--- src/iwd_defs.vh ---
`ifndef IWD_DEFS_VH
`define IWD_DEFS_VH

// ----------------------------------------
// Counter and prescaler geometry
// ----------------------------------------
`define IWD_CNT_W      12
`define IWD_PRE_W      8
`define IWD_CNT_MAX    12'hFFF
`define IWD_CNT_ZERO   12'h000
`define IWD_PRE_ZERO   8'h00
`define IWD_PRE_DEF    8'h03

// ----------------------------------------
// Oscillator tick derivation from core clock
// ----------------------------------------
`define IWD_CORE_HZ    200000000
`define IWD_OSC_HZ     40000
`define IWD_OSC_DIV    (`IWD_CORE_HZ / `IWD_OSC_HZ)
`define IWD_OSC_W      13
`define IWD_OSC_LAST   13'h1387

// ----------------------------------------
// Main state codes
// ----------------------------------------
`define IWD_ST_IDLE    2'h0
`define IWD_ST_RUN     2'h1
`define IWD_ST_EXPIRED 2'h2

`endif

--- src/iwd_top.v ---
// Operation
// - Watchdog count is a 12-bit counter decremented on every prescaled tick.
// - An 8-bit prescaler divides the watchdog clock before the counter.
// - Prescaler is clocked by a dedicated nominal 40 kHz oscillator tick.
// - Counting continues in Stop and Standby states.
// - Expiry either resets the device or just flags a timeout.
// - Non-volatile option chooses hardware start or software start.
// - Counter holds its value while the core is halted under debug freeze.
// - Watchdog reset acts as a wakeup source that ends Standby.
`timescale 1ns/10ps
`include "iwd_defs.vh"

module iwd_top (
	// Clock and reset
	input  wire                  CORE_CLK_IN,
	input  wire                  RSTN_IN,
	// Option and mode inputs
	input  wire                  HW_START_OPT_IN,
	input  wire                  RESET_MODE_IN,
	input  wire                  DBG_FREEZE_IN,
	input  wire                  CORE_HALTED_IN,
	input  wire                  STOP_MODE_IN,
	input  wire                  STANDBY_MODE_IN,
	// Software control
	input  wire                  SW_START_IN,
	input  wire                  RELOAD_IN,
	input  wire [`IWD_CNT_W-1:0] RELOAD_VAL_IN,
	input  wire [`IWD_PRE_W-1:0] PRESCALE_IN,
	// Status and reset outputs
	output reg  [`IWD_CNT_W-1:0] COUNT_OUT,
	output reg                   RUNNING_OUT,
	output reg                   TIMEOUT_OUT,
	output reg                   SYS_RESET_REQ_OUT,
	output reg                   STANDBY_WAKE_OUT
);

	// ----------------------------------------
	// Oscillator tick source
	// ----------------------------------------
	wire                  osc_tick;
	reg  [1:0]            state_q;
	reg  [1:0]            state_d;
	reg  [`IWD_PRE_W-1:0] pre_q;
	reg                   opt_seen_q;
	wire                  frozen;
	wire                  pre_wrap;

	iwd_lsi_osc u_osc (
		.CORE_CLK_IN (CORE_CLK_IN),
		.RSTN_IN     (RSTN_IN),
		.TICK_OUT    (osc_tick)
	);

	// Debug freeze stalls both prescaler and counter
	assign frozen   = DBG_FREEZE_IN & CORE_HALTED_IN;
	assign pre_wrap = (pre_q == PRESCALE_IN);

	// ----------------------------------------
	// State machine
	// ----------------------------------------
	// Low-power inputs are deliberately not used by the state machine: counting goes on
	always @* begin
		state_d = state_q;
		case (state_q)
			`IWD_ST_IDLE: begin
				if ((HW_START_OPT_IN && !opt_seen_q) || SW_START_IN)
					state_d = `IWD_ST_RUN;
			end
			`IWD_ST_RUN: begin
				if (osc_tick && pre_wrap && !frozen && !RELOAD_IN &&
				    COUNT_OUT == `IWD_CNT_ZERO + 12'h001)
					state_d = `IWD_ST_EXPIRED;
			end
			`IWD_ST_EXPIRED: begin
				if (!RESET_MODE_IN && RELOAD_IN)
					state_d = `IWD_ST_RUN;
			end
			default: state_d = `IWD_ST_IDLE;
		endcase
	end

	// ----------------------------------------
	// Prescaler and down counter
	// ----------------------------------------
	always @(posedge CORE_CLK_IN) begin
		if (!RSTN_IN) begin
			state_q           <= `IWD_ST_IDLE;
			opt_seen_q        <= 1'b0;
			pre_q             <= `IWD_PRE_ZERO;
			COUNT_OUT         <= `IWD_CNT_MAX;
			RUNNING_OUT       <= 1'b0;
			TIMEOUT_OUT       <= 1'b0;
			SYS_RESET_REQ_OUT <= 1'b0;
			STANDBY_WAKE_OUT  <= 1'b0;
		end else begin
			state_q     <= state_d;
			opt_seen_q  <= 1'b1; // Option sampled once after reset release
			RUNNING_OUT <= (state_d != `IWD_ST_IDLE);
			if (state_q == `IWD_ST_IDLE) begin
				pre_q     <= `IWD_PRE_ZERO;
				COUNT_OUT <= `IWD_CNT_MAX;
			end else if (RELOAD_IN) begin
				pre_q     <= `IWD_PRE_ZERO;
				COUNT_OUT <= RELOAD_VAL_IN;
			end else if (osc_tick && !frozen) begin
				if (pre_wrap) begin
					pre_q <= `IWD_PRE_ZERO;
					COUNT_OUT <= COUNT_OUT - 12'h001;
				end else begin
					pre_q <= pre_q + 8'h01;
				end
			end
			// Expiry handling: reset request or timeout flag, reload wins
			if (state_d == `IWD_ST_EXPIRED && state_q == `IWD_ST_RUN) begin
				TIMEOUT_OUT       <= 1'b1;
				SYS_RESET_REQ_OUT <= RESET_MODE_IN;
				STANDBY_WAKE_OUT  <= RESET_MODE_IN & STANDBY_MODE_IN;
			end else begin
				if (RELOAD_IN)
					TIMEOUT_OUT <= 1'b0;
				SYS_RESET_REQ_OUT <= 1'b0;
				STANDBY_WAKE_OUT  <= 1'b0;
			end
		end
	end

endmodule

--- src/iwd_lsi_osc.v ---
`timescale 1ns/10ps
`include "iwd_defs.vh"

// ----------------------------------------
// Low-speed oscillator tick model
// ----------------------------------------
module iwd_lsi_osc (
	// Clock and reset
	input  wire                  CORE_CLK_IN,
	input  wire                  RSTN_IN,
	// Tick output
	output reg                   TICK_OUT
);

	reg [`IWD_OSC_W-1:0] div_q;

	// Free-running 40 kHz tick, never gated by low-power state
	always @(posedge CORE_CLK_IN) begin
		if (!RSTN_IN) begin
			div_q    <= {`IWD_OSC_W{1'b0}};
			TICK_OUT <= 1'b0;
		end else if (div_q == `IWD_OSC_LAST) begin
			div_q    <= {`IWD_OSC_W{1'b0}};
			TICK_OUT <= 1'b1;
		end else begin
			div_q    <= div_q + 1'b1;
			TICK_OUT <= 1'b0;
		end
	end

endmodule

--- config.mk ---
export PLATFORM = sky130hd
export DESIGN_NAME = iwd_top
export DESIGN_NICKNAME = d
export VERILOG_FILES = /design/src/iwd_top.v /design/src/iwd_lsi_osc.v
export VERILOG_INCLUDE_DIRS = /design/src
export SDC_FILE = /design/constraint.sdc
export NUM_CORES = 1
export LEC_CHECK = 0
export BUFFER_PORTS_ARGS = -buffer_cell sky130_fd_sc_hd__buf_2
export CAP_MARGIN = 20
export CORE_AREA = 5 5 115 63
export CTS_CLUSTER_DIAMETER = 100
export DETAILED_ROUTE_END_ITERATION = 16
export DIE_AREA = 0 0 120 68
export PLACE_DENSITY = 0.57
export SKIP_CTS_REPAIR_TIMING = 1
export SLEW_MARGIN = 20
export SYNTH_ARGS = -nofsm -noshare
export SYNTH_HDL_FRONTEND = slang
export SYNTH_SLANG_ARGS = --single-unit
--- constraint.sdc ---
create_clock -name CORE_CLK_IN -period 1.85 [get_ports CORE_CLK_IN]
set_clock_uncertainty 0.2 [all_clocks]
set_input_delay 0.37 -clock CORE_CLK_IN [delete_from_list [all_inputs] [get_ports CORE_CLK_IN]]
set_output_delay 0.37 -clock CORE_CLK_IN [all_outputs]
set_load 0.02 [all_outputs]
==> key figures, run 1 <==
Run status
  – Status: complete, but fails checks
  – Failing checks: setup timing

Timing
  – Final Slew Violations: 0
  – Fin. Hold Viols: 0
  – PnR worst setup slack: -122.2 ps
  – RSZ-0062 raised after global routing: true
  – Fmax achieved: about 510 MHz
  – Fin crit share: 106.6%
  – Slew headroom: 69.59%
  – Minimum clock period: roughly 2000 ps
  – Worst slew pin tran: 455.7 ps
  – Final setup violation count: 11

Floorplanning
  – Chip height: 68 microns
  – Die width: ~120 microns
  – Core area: 6280 sq um
  – Standard-cell rows: 21
  – Die area: approximately 8200 sq um
  – Initial core utilization: roughly 33%
  – Number of top-level pins: 46

Setup path
  – Critical path depth: 6
  – Reg2Reg Setup Slack: -120 ps
  – WS Path Type: register to register
  – Reg2reg start: pre_q[6]$_SDFFE_PP0P_
  – Worst EP arrival: 1980 ps
  – R2R depth: 6
  – CP max stage cell: or4_4
  – CP Cell Sequence: xor2_4 > buf_6 > nor4_4 > nand4_4 > or4_4 > a31oi_1
  – Reg-to-Reg End: COUNT_OUT[8]$_SDFFE_PP1P_
  – CP max FO: 6
  – Family with the most delay on the worst path: simple AND/OR/NAND/NOR gates
  – Buf+Inv Stages, Crit Path: 1
  – Critical Path Source Type: register
  – Worst EP required: 1860 ps
  – CP endpoint kind: register
  – Max incr delay on CP: 440 ps

Finish
  – Fill count: 598
  – Most frequent cells in the layout: buf_2, buf_4, nor2_1
  – Synthesis-to-finish area growth: 46.53%
  – ANT cells: 0
  – Layout cells sized above 1: 43.30%
  – Final-stage net count: about 350
  – Most common cell after layout, fill and taps aside: buf_2
  – Finished Layout Cells: around 400
  – FF/Latch Area: approximately 850 sq um
  – Multi-input gate area: 1380 sq um

Routing
  – Routed met2 length: ~2.4 mm
  – Post-Route WL: roughly 6 mm
  – Post-route ant nets: 0
  – Top sig layer: met4
  – DR pass1 iterations: 7
  – Drt wl/cell: 15.13 microns
  – DRC: 0
  – Via/cell ratio: about 5
  – Vias: approximately 2000
  – Routed met1 length: about 3.3 mm
  – Initial DRC count: 137
  – Routed met3 length: about 380 microns

Clock tree
  – Num CTS Buffers: 5
  – CTS tree: yes
  – CTS Buffer Depth: 2
  – Clock transition at path regs: ~60 ps
  – Maximum level of the CTS H-tree: 2
  – Clk root buf: clkbuf_16
  – Worst-Skew Late Latency: about 290 ps
  – Clock Sinks: 41

Synthesis
  – Mapped Nets: 269
  – Syn Area/Cell: 8.833 sq um
  – Post-synth cell types: 43
  – Number of flops mapped to enable cells by yosys: 0
  – Cell count after synthesis: around 240
  – Post-Syn Area: 2076 sq um
  – Dominant synthesized flop cell: dfxtp_1
  – Async SR Flop Fraction: 0%
  – Leading area contributor after synthesis: dfxtp_1
  – Top cell type's share of synthesized area: 39.54%
  – Synth area leaders: dfxtp_1, xor2_1, nor2_1, nand4_1, and3_1
  – Sequential fraction of the synthesis area: 39.54%
  – Number of synthesis warnings: 0
  – Yosys reg bits: 41

GRT
  – Initial antenna violation count: 0
  – Largest net degree at the start of global routing: 15
  – Total global routing overflow: 0
  – First-pass GRT wire length: between 9 and 10 mm
  – Global Route Usage Sum: 15.24%
  – Vias in the first global route: between 1500 and 2000

Placement
  – IO Port Bufs: 44
  – Post-Place Setup Slack: -264.3 ps
  – Final Wtd Congestion: 0.8645
  – Placed Cells: about 390
  – Post-DP HPWL: 4.752 mm

Job
  – Max-Cap Viols: 0

Worst hold path
  – Worst Hold Path Cells: 3
  – Hold_sp: RELOAD_VAL_IN[3]
  – Hold endpoint: COUNT_OUT[3]$_SDFFE_PP1P_
  – Min-delay worst type: primary input to register

Power
  – PD cells: 669.4 nW/um^2
  – LEAKAGE: 1.232 nW
  – Worst IR Drop VDD: 354.2 uV
## routing by layer
metal / vias to the layer above / GRT usage (%)
met2: 64 / 21.10
li1: 1021 / -
met1: 942 / 22.95
met3: 5 / 3.799
met4: 0 / 4.280
met5: - / 0
## where the power goes
group          leakage, nW  switching (mW)  internal (mW)
clock network       0.0745           0.369          0.503
logic                0.822           0.137          0.110
registers            0.336          0.0164          0.901
total                 1.23           0.523           1.51
## worst max-delay path by stage
| stage | start | endpoint | slack [ps] |
|---|---|---|---|
| floorplan | pre_q[2]$_SDFFE_PP0P_ | COUNT_OUT[5]$_SDFFE_PP1P_ | -40 |
| global placement | PRESCALE_IN[7] | COUNT_OUT[5]$_SDFFE_PP1P_ | -220 |
| detailed placement | PRESCALE_IN[7] | COUNT_OUT[5]$_SDFFE_PP1P_ | -260 |
| global route | pre_q[6]$_SDFFE_PP0P_ | COUNT_OUT[8]$_SDFFE_PP1P_ | -190 |
| finish | pre_q[6]$_SDFFE_PP0P_ | COUNT_OUT[8]$_SDFFE_PP1P_ | -120 |
| CTS | pre_q[7]$_SDFFE_PP0P_ | COUNT_OUT[5]$_SDFFE_PP1P_ | -210 |
## cells by family (layout without fill, tap and decap cells)
| group | Yosys count | after routing | synth area share (%) |
|---|---|---|---|
| AND/OR/NAND/NOR | 119 | 119 | 32.43 |
| flip-flops | 41 | 41 | 39.54 |
| adder cells (fa/ha/maj) | 4 | 4 | 2.411 |
| AO/OA/AOI/OAI | 26 | 26 | 9.645 |
| XOR/XNOR | 27 | 27 | 11.39 |
| multiplexers | 4 | 4 | 2.049 |
| buffers and inverters | 14 | 100 | 2.532 |
## through the flow
stage                     hold WS (ps)  power, mW  TNS (ps)  utilization, %  area, sq um
after floorplan                  197.7      1.042    -53.25               -         2108
after global placement           232.3      1.163     -2303           43.12         2708
after detailed placement         245.4      1.168     -2584           43.12         2708
after CTS                        100.5      2.037    -905.3           45.43         2853
after global routing             117.2      2.112     -1243           48.44         3042
final                            113.6      2.036    -451.6           48.44         3042
## registers in the layout (all words and copies together) (netlist names)
register / count
pre_q: 8
u_osc.div_q: 13
state_q: 2
RUNNING_OUT: 1
COUNT_OUT: 12
STANDBY_WAKE_OUT: 1
opt_seen_q: 1
SYS_RESET_REQ_OUT: 1
u_osc.TICK_OUT: 1
TIMEOUT_OUT: 1
## area by class of cell
type,instances,share of cell area [%]
sequential,41,27.81
inverter,7,0.8638
tap,80,3.291
timing repair buffer,85,17.89
clock inverter,3,0.6582
clock buffer,5,4.114
multi-input combinational,180,45.37
## synthesized netlist by cell type, types with 6 or more instances
library cell  count
dfxtp_1          41
xnor2_1           6
xor2_1           21
nor2_1           37
clkbuf_1          7
nand2_1          13
inv_1             7
nand4_1          10
nor3_1           10
nand3_1           8
and3_1            9
## worst min-delay path, cell delays in order
cell and delay [ps]:
buf_2 80, nand2_1 40, o211ai_1 70
No activity file was read; power rests on OpenSTA's default activity.
==> run 2, diff against run 1 <==
--- a/config.mk
+++ b/config.mk
@@ -18,3 +18,4 @@
 export SYNTH_ARGS = -nofsm -noshare
 export SYNTH_HDL_FRONTEND = slang
 export SYNTH_SLANG_ARGS = --single-unit
+export TNS_END_PERCENT = 50
==> constraint.sdc (replaced) <==
create_clock -name CORE_CLK_IN -period 1.85 [get_ports CORE_CLK_IN]
set_clock_uncertainty 0.2 [all_clocks]
set_input_delay 0.37 -clock CORE_CLK_IN [delete_from_list [all_inputs] [get_ports CORE_CLK_IN]]
set_output_delay 0.37 -clock CORE_CLK_IN [all_outputs]
set_load 0.1 [all_outputs]
==> run 2 against run 1 <==
The flow still finishes with violations (setup timing). Sequential cell count did not move. Final cell count fell by 1.5%. Critical path depth fell by 1. First-iteration DRC count fell by 22%. Clock-buffer cell count did not move.
==> key figures, run 2 (synthesis results as in run 1) <==
Clock tree
  – Clock transition at path regs: 70 ps (was 60 ps)
  – CTS tree: yes (unchanged)
  – Num CTS Buffers: 5 (unchanged)
  – Clk root buf: clkbuf_16 (unchanged)
  – CTS Buffer Depth: 2 (unchanged)
  – Worst-Skew Late Latency: 280 ps (was 290 ps)
  – Maximum level of the CTS H-tree: 2 (unchanged)
  – Clock Sinks: 41 (unchanged)

Power
  – Share of total power in combinational logic: 14.9% (was 12.1%)
  – Net Sw Frac: 28.42% (was 25.68%)
  – Worst IR Drop VDD: 429.4 uV (was 354.2 uV)
  – Clock power share: 41.8% (was 42.8%)
  – LEAKAGE: 1.201 nW (was 1.232 nW)
  – PD cells: 700.1 nW/um^2 (was 669.4 nW/um^2)
  – Reg power frac: 43.3% (was 45.0%)
  – Int Pwr: 1.511 mW (was 1.513 mW)
  – Power Total: 2.111 mW (was 2.036 mW)
  – NetSw: 0.6001 mW (was 0.5229 mW)

Finish
  – Finished Layout Cells: 395 (was 401)
  – Largest register by flop count: u_osc.div_q (unchanged)
  – Final-stage net count: 348 (was 354)
  – Most common cell after layout, fill and taps aside: buf_2 (unchanged)
  – Max FFs per register: 13 (unchanged)
  – Most frequent cells in the layout: buf_2, nor2_1, buf_4 (was buf_2, buf_4, nor2_1)
  – ANT cells: 0 (unchanged)
  – Layout cells sized above 1: 42.86% (was 43.30%)
  – Synthesis-to-finish area growth: 45.27% (was 46.53%)
  – Top flop regs: u_osc.div_q: 13 flops, COUNT_OUT: 12 flops, pre_q: 8 flops (unchanged)

Setup path
  – Reg2reg start: pre_q[2]$_SDFFE_PP0P_ (was pre_q[6]$_SDFFE_PP0P_)
  – CP endpoint kind: register (unchanged)
  – Max incr delay on CP: 530 ps (was 440 ps)
  – CP max stage cell: or4_1 (was or4_4)
  – Reg2Reg Setup Slack: -140 ps (was -120 ps)
  – Critical Path Source Type: register (unchanged)
  – Crit path from: pre_q[2]$_SDFFE_PP0P_ (was pre_q[6]$_SDFFE_PP0P_)
  – Worst EP arrival: 1990 ps (was 1980 ps)
  – WS Path Type: register to register (unchanged)
  – Worst EP required: 1850 ps (was 1860 ps)
  – Buf+Inv Stages, Crit Path: 0 (was 1)
  – CP max FO: 5 (was 6)
  – Reg-to-Reg End: COUNT_OUT[6]$_SDFFE_PP1P_ (was COUNT_OUT[8]$_SDFFE_PP1P_)
  – Worst setup path end: COUNT_OUT[6]$_SDFFE_PP1P_ (was COUNT_OUT[8]$_SDFFE_PP1P_)
  – Family with the most delay on the worst path: simple AND/OR/NAND/NOR gates (unchanged)
  – R2R depth: 5 (was 6)
  – CP Cell Sequence: xor2_4 > nor4_4 > nand4_4 > or4_1 > a31oi_1 (was xor2_4 > buf_6 > nor4_4 > nand4_4 > or4_4 > a31oi_1)
  – Critical path depth: 5 (was 6)

Timing
  – Fin. Hold Viols: 0 (unchanged)
  – Final Slew Violations: 0 (unchanged)
  – Fmax achieved: 502.4 MHz (was 507.0 MHz)
  – Minimum clock period: 1991 ps (was 1972 ps)
  – Final setup violation count: 15 (was 11)
  – RSZ-0062 raised after global routing: true (unchanged)
  – Fin crit share: 107.6% (was 106.6%)
  – Setup total negative slack: -807.6 ps (was -451.6 ps)
  – Worst slew pin tran: 495.4 ps (was 455.7 ps)
  – Slew headroom: 67.20% (was 69.59%)
  – PnR worst setup slack: -140.5 ps (was -122.2 ps)

Floorplanning
  – Standard-cell rows: 21 (unchanged)
  – Core area: 6280 sq um (unchanged)
  – Initial core utilization: 33.05% (unchanged)
  – Die area: 8160 sq um (unchanged)
  – Chip height: 68 microns (unchanged)
  – Die width: 120 microns (unchanged)
  – Number of top-level pins: 46 (unchanged)

GRT
  – First-pass GRT wire length: 9.577 mm (was 9.604 mm)
  – Largest net degree at the start of global routing: 16 (was 15)
  – Total global routing overflow: 0 (unchanged)
  – Vias in the first global route: 1889 (was 1879)
  – Global Route Usage Sum: 15.01% (was 15.24%)
  – Initial antenna violation count: 0 (unchanged)

Placement
  – Placed Cells: 387 (was 391)
  – Post-DP HPWL: 4.540 mm (was 4.752 mm)
  – IO Port Bufs: 44 (unchanged)
  – Final Wtd Congestion: 0.8644 (was 0.8645)

Routing
  – Initial DRC count: 107 (was 137)
  – Drt wl/cell: 15.23 microns (was 15.13 microns)
  – Via/cell ratio: 4.924 (was 5.067)
  – Vias: 1945 (was 2032)
  – DR pass1 iterations: 4 (was 7)
  – DRC: 0 (unchanged)
  – Post-Route WL: 6.017 mm (was 6.068 mm)
  – Post-route ant nets: 0 (unchanged)

Run status
  – Failing checks: setup timing (unchanged)
  – Status: complete, but fails checks (unchanged)

Worst hold path
  – Worst Hold Path Cells: 1 (was 3)
  – Min-delay worst type: primary input to register (unchanged)

Job
  – Max-Cap Viols: 0 (unchanged)
run 2: stage by stage:
stage / area (sq um) / util, % / hold WS [ps] / setup WS (ps)
finish: 3015 / 48.02 / 68.29 / -140.5
floorplan: 2135 / - / 197.7 / -132.2
global placement: 2703 / 43.04 / 236.4 / -273.6
CTS: 2851 / 45.41 / 70.24 / -229.2
detailed placement: 2703 / 43.04 / 245.6 / -318.6
global route: 3015 / 48.02 / 73.25 / -220.8
run 2: worst min-delay path by stage:
stage,start,slack (ps),endpoint
final,RSTN_IN,70,opt_seen_q$_DFF_P_
after CTS,RSTN_IN,70,opt_seen_q$_DFF_P_
after global placement,u_osc.div_q[0]$_SDFF_PP0_,240,u_osc.div_q[0]$_SDFF_PP0_
after floorplan,RSTN_IN,200,opt_seen_q$_DFF_P_
after detailed placement,u_osc.div_q[0]$_SDFF_PP0_,250,u_osc.div_q[0]$_SDFF_PP0_
after global routing,RSTN_IN,70,opt_seen_q$_DFF_P_
run 2: layout make-up:
type / count / area (sq um)
Clock buffer: 5 / 125.1
Tap cell: 80 / 100.1
Timing Repair Buffer: 79 / 501.7
Inverter: 7 / 26.28
Clock inverter: 3 / 23.77
Multi-Input combinational cell: 180 / 1378
Sequential cell: 41 / 860.8
Fill cell: 607 / 3264
run 2: power by group through the flow:
stage / clock [mW] / combinational (mW) / sequential [mW]
after detailed placement: 0 / 0.295 / 0.935
after floorplan: 0 / 0.0833 / 1.03
after global routing: 0.954 / 0.335 / 0.917
after CTS: 0.912 / 0.296 / 0.915
after global placement: 0 / 0.292 / 0.935
final: 0.882 / 0.314 / 0.915
run 2: routing by layer:
metal	global-route usage, %	vias to the layer above	share of wire (%)
met1	22.63	890	57
met5	0	-	0
met2	19.99	49	38
li1	-	1006	-
met4	2.568	0	0
met3	5.615	0	5.2
==> run 3, diff against run 2 <==
--- a/config.mk
+++ b/config.mk
@@ -6,13 +6,14 @@
 export SDC_FILE = /design/constraint.sdc
 export NUM_CORES = 1
 export LEC_CHECK = 0
+export ABC_AREA = 1
 export BUFFER_PORTS_ARGS = -buffer_cell sky130_fd_sc_hd__buf_2
 export CAP_MARGIN = 20
-export CORE_AREA = 5 5 115 63
+export CORE_AREA = 5 5 118 64
 export CTS_CLUSTER_DIAMETER = 100
 export DETAILED_ROUTE_END_ITERATION = 16
-export DIE_AREA = 0 0 120 68
-export PLACE_DENSITY = 0.57
+export DIE_AREA = 0 0 123 69
+export PLACE_DENSITY = 0.56
 export SKIP_CTS_REPAIR_TIMING = 1
 export SLEW_MARGIN = 20
 export SYNTH_ARGS = -nofsm -noshare
==> run 3 against run 2 <==
The run now ends clean. Die area increased by 4.0%. Clock power up 10%. Final cell count up 18%. Routed wire length shrank 9.1%. Critical path depth grew 4. Worst hold slack better by 37 ps. Setup slack better by 250 ps. Clock-buffer cell count increased by 3. Sequential power increased by 0.5%. Fmax grew 14%. Global-route usage down 1.3 points. Non-clock buffer count shrank 18. Critical path type unchanged. Largest power group is now the clock network. Highest routed layer is now met4.
==> key figures, run 3 <==
Timing
  – Slew headroom: 67.07% (was 67.20%)
  – Fmax achieved: 574.0 MHz (was 502.4 MHz)
  – Worst slew pin tran: 497.3 ps (was 495.4 ps)
  – Fin. Hold Viols: 0 (unchanged)
  – Hold WS: 105.4 ps (was 68.29 ps)
  – Minimum clock period: 1742 ps (was 1991 ps)
  – PnR worst setup slack: 107.8 ps (was -140.5 ps)
  – RSZ-0062 raised after global routing: true (unchanged)
  – Setup total negative slack: 0 ps (was -807.6 ps)
  – Fin crit share: 94.18% (was 107.6%)
  – Final setup violation count: 0 (was 15)
  – Final Slew Violations: 0 (unchanged)

Placement
  – Post-DP HPWL: 4.391 mm (was 4.540 mm)
  – IO Port Bufs: 44 (unchanged)
  – Post-Place Setup Slack: 85.93 ps (was -318.6 ps)
  – Final Wtd Congestion: 0.8448 (was 0.8644)

Routing
  – Post-route ant nets: 0 (unchanged)
  – Vias: 2092 (was 1945)
  – Drt wl/cell: 11.71 microns (was 15.23 microns)
  – Initial DRC count: 167 (was 107)
  – DRC: 0 (unchanged)
  – Post-Route WL: 5.469 mm (was 6.017 mm)
  – DR pass1 iterations: 4 (unchanged)
  – Via/cell ratio: 4.480 (was 4.924)

Setup path
  – Reg2reg start: COUNT_OUT[1]$_SDFFE_PP1P_ (was pre_q[2]$_SDFFE_PP0P_)
  – Max incr delay on CP: 380 ps (was 530 ps)
  – Reg-to-Reg End: RUNNING_OUT$_SDFF_PN0_ (was COUNT_OUT[6]$_SDFFE_PP1P_)
  – Reg2Reg Setup Slack: 110 ps (was -140 ps)
  – Family with the most delay on the worst path: simple AND/OR/NAND/NOR gates (unchanged)
  – CP Cell Sequence: inv_1 > ha_1 > nand2_1 > nor3_1 > nand3_1 > nand2_1 > nand2_1 > nand3_1 > nand2_1 (was xor2_4 > nor4_4 > nand4_4 > or4_1 > a31oi_1)
  – CP max FO: 4 (was 5)
  – Buf+Inv Stages, Crit Path: 1 (was 0)
  – Worst EP arrival: 1720 ps (was 1990 ps)
  – Critical Path Source Type: register (unchanged)
  – R2R depth: 9 (was 5)
  – WS Path Type: register to register (unchanged)
  – Worst EP required: 1830 ps (was 1850 ps)
  – CP endpoint kind: register (unchanged)
  – CP max stage cell: nor3_1 (was or4_1)
  – Most used cell, CP: nand2_1

GRT
  – Largest net degree at the start of global routing: 13 (was 16)
  – Total global routing overflow: 0 (unchanged)
  – Vias in the first global route: 1906 (was 1889)
  – Global Route Usage Sum: 13.72% (was 15.01%)
  – First-pass GRT wire length: 9.114 mm (was 9.577 mm)
  – Initial antenna violation count: 0 (unchanged)

Clock tree
  – Clock Sinks: 41 (unchanged)
  – CTS Buffer Depth: 2 (unchanged)
  – CTS tree: yes (unchanged)
  – Maximum level of the CTS H-tree: 2 (unchanged)
  – Clock transition at path regs: 60 ps (was 70 ps)
  – Worst-Skew Late Latency: 290 ps (was 280 ps)
  – Num CTS Buffers: 5 (unchanged)
  – Clk root buf: clkbuf_16 (unchanged)

Synthesis
  – Async SR Flop Fraction: 0% (unchanged)
  – Mapped Nets: 343 (was 269)
  – Sequential fraction of the synthesis area: 37.90% (was 39.54%)
  – Most numerous cell in the Yosys netlist: nand2_1 (was dfxtp_1)
  – Dominant synthesized flop cell: dfxtp_1 (unchanged)
  – Post-synth cell types: 35 (was 43)
  – Syn Area/Cell: 7.009 sq um (was 8.833 sq um)
  – Post-Syn Area: 2166 sq um (was 2076 sq um)
  – Number of synthesis warnings: 0 (unchanged)
  – Yosys reg bits: 41 (unchanged)
  – Leading area contributor after synthesis: dfxtp_1 (unchanged)
  – Number of flops mapped to enable cells by yosys: 0 (unchanged)
  – Top cell type's share of synthesized area: 37.90% (was 39.54%)
  – Cell count after synthesis: 309 (was 235)
  – Most instantiated cells after synthesis: nand2_1, dfxtp_1, inv_1 (was dfxtp_1, nor2_1, xor2_1)
  – Synth area leaders: dfxtp_1, nand2_1, inv_1, nor2_1, nand3_1 (was dfxtp_1, xor2_1, nor2_1, nand4_1, and3_1)

Floorplanning
  – Chip height: 69 microns (was 68 microns)
  – Standard-cell rows: 21 (unchanged)
  – Core area: 6437 sq um (was 6280 sq um)
  – Die width: 123 microns (was 120 microns)
  – Die area: 8487 sq um (was 8160 sq um)
  – Number of top-level pins: 46 (unchanged)
  – Initial core utilization: 33.64% (was 33.05%)

Power
  – LEAKAGE: 1.248 nW (was 1.201 nW)
  – Worst IR Drop VDD: 400.6 uV (was 429.4 uV)
  – Power Total: 2.155 mW (was 2.111 mW)
  – PD cells: 766.9 nW/um^2 (was 700.1 nW/um^2)

Finish
  – ANT cells: 0 (unchanged)
  – Layout cells sized above 1: 28.00% (was 42.86%)
  – Most common cell after layout, fill and taps aside: nand2_1 (was buf_2)
  – Max FFs per register: 13 (unchanged)
  – Multi-input gate area: 1162 sq um (was 1378 sq um)
  – Synthesis-to-finish area growth: 29.75% (was 45.27%)
  – FF/Latch Area: 840.8 sq um (was 860.8 sq um)
  – Final-stage net count: 408 (was 348)
  – Top flop regs: u_osc.div_q: 13 flops, COUNT_OUT: 12 flops, pre_q: 8 flops (unchanged)
  – Most frequent cells in the layout: nand2_1, buf_2, inv_1 (was buf_2, nor2_1, buf_4)
  – Largest register by flop count: u_osc.div_q (unchanged)
  – Final Util: 43.65% (was 48.02%)
  – Fill count: 686 (was 607)

Run status
  – Status: finished clean (was complete, but fails checks)

Worst hold path
  – Hold endpoint: STANDBY_WAKE_OUT$_SDFF_PN0_ (was opt_seen_q$_DFF_P_)
  – Hold_sp: STANDBY_MODE_IN (was RSTN_IN)
  – Min-delay worst type: primary input to register (unchanged)
  – Worst Hold Path Cells: 3 (was 1)

Job
  – Max-Cap Viols: 0 (unchanged)
==> run 3: how the worst max path moves through the flow <==
stage	slack (ps)	cells past startpoint	startpoint	end
floorplan	-80	7	COUNT_OUT[6]$_SDFFE_PP1P_	COUNT_OUT[10]$_SDFFE_PP1P_
global placement	110	9	COUNT_OUT[1]$_SDFFE_PP1P_	RUNNING_OUT$_SDFF_PN0_
detailed placement	90	8	u_osc.div_q[0]$_SDFF_PP0_	u_osc.div_q[10]$_SDFF_PP0_
CTS	70	8	u_osc.div_q[0]$_SDFF_PP0_	u_osc.div_q[10]$_SDFF_PP0_
global route	-30	8	u_osc.div_q[0]$_SDFF_PP0_	u_osc.div_q[10]$_SDFF_PP0_
finish	110	9	COUNT_OUT[1]$_SDFFE_PP1P_	RUNNING_OUT$_SDFF_PN0_
==> run 3: power by group <==
| part | total (mW) | switching [mW] | internal (mW) |
|---|---|---|---|
| logic | 0.261 | 0.182 | 0.0790 |
| registers | 0.920 | 0.0161 | 0.903 |
| clock network | 0.974 | 0.355 | 0.620 |
| total | 2.16 | 0.553 | 1.60 |
==> run 3: logic make-up after synthesis <==
kind of cell | count (synthesis) | share of synthesized area, %
xor+xnor | 11 | 4.449
simple gates | 164 | 36.05
fa+ha+maj | 4 | 2.311
compound gates | 39 | 10.51
flops | 41 | 37.90
buf+inv | 50 | 8.781
==> run 3: cell type report <==
| class | count | area share (%) |
|---|---|---|
| repair buffers | 61 | 12.38 |
| flip-flops and latches | 41 | 29.92 |
| well taps | 92 | 4.096 |
| inverters | 47 | 6.278 |
| multi-input cells | 218 | 41.36 |
| clock buffers | 8 | 5.966 |
==> run 3: routing by layer <==
layer	track usage (%)	routed length [microns]	vias to the layer above
met5	0	0	-
met4	5.890	97	0
met3	4.739	448	6
met2	16.88	1939	63
met1	20.85	2983	897
li1	-	-	1126
==> run 3: tightest hold or removal path: stages <==
cell    delay (ps)
buf_2           90
inv_1           50
nor2_2          40
==> run 3: stage by stage <==
stage | area (sq um) | instances
after floorplan | 2182 | 309
after global placement | 2624 | 458
after detailed placement | 2624 | 458
after CTS | 2791 | 466
after global routing | 2810 | 467
final | 2810 | 467
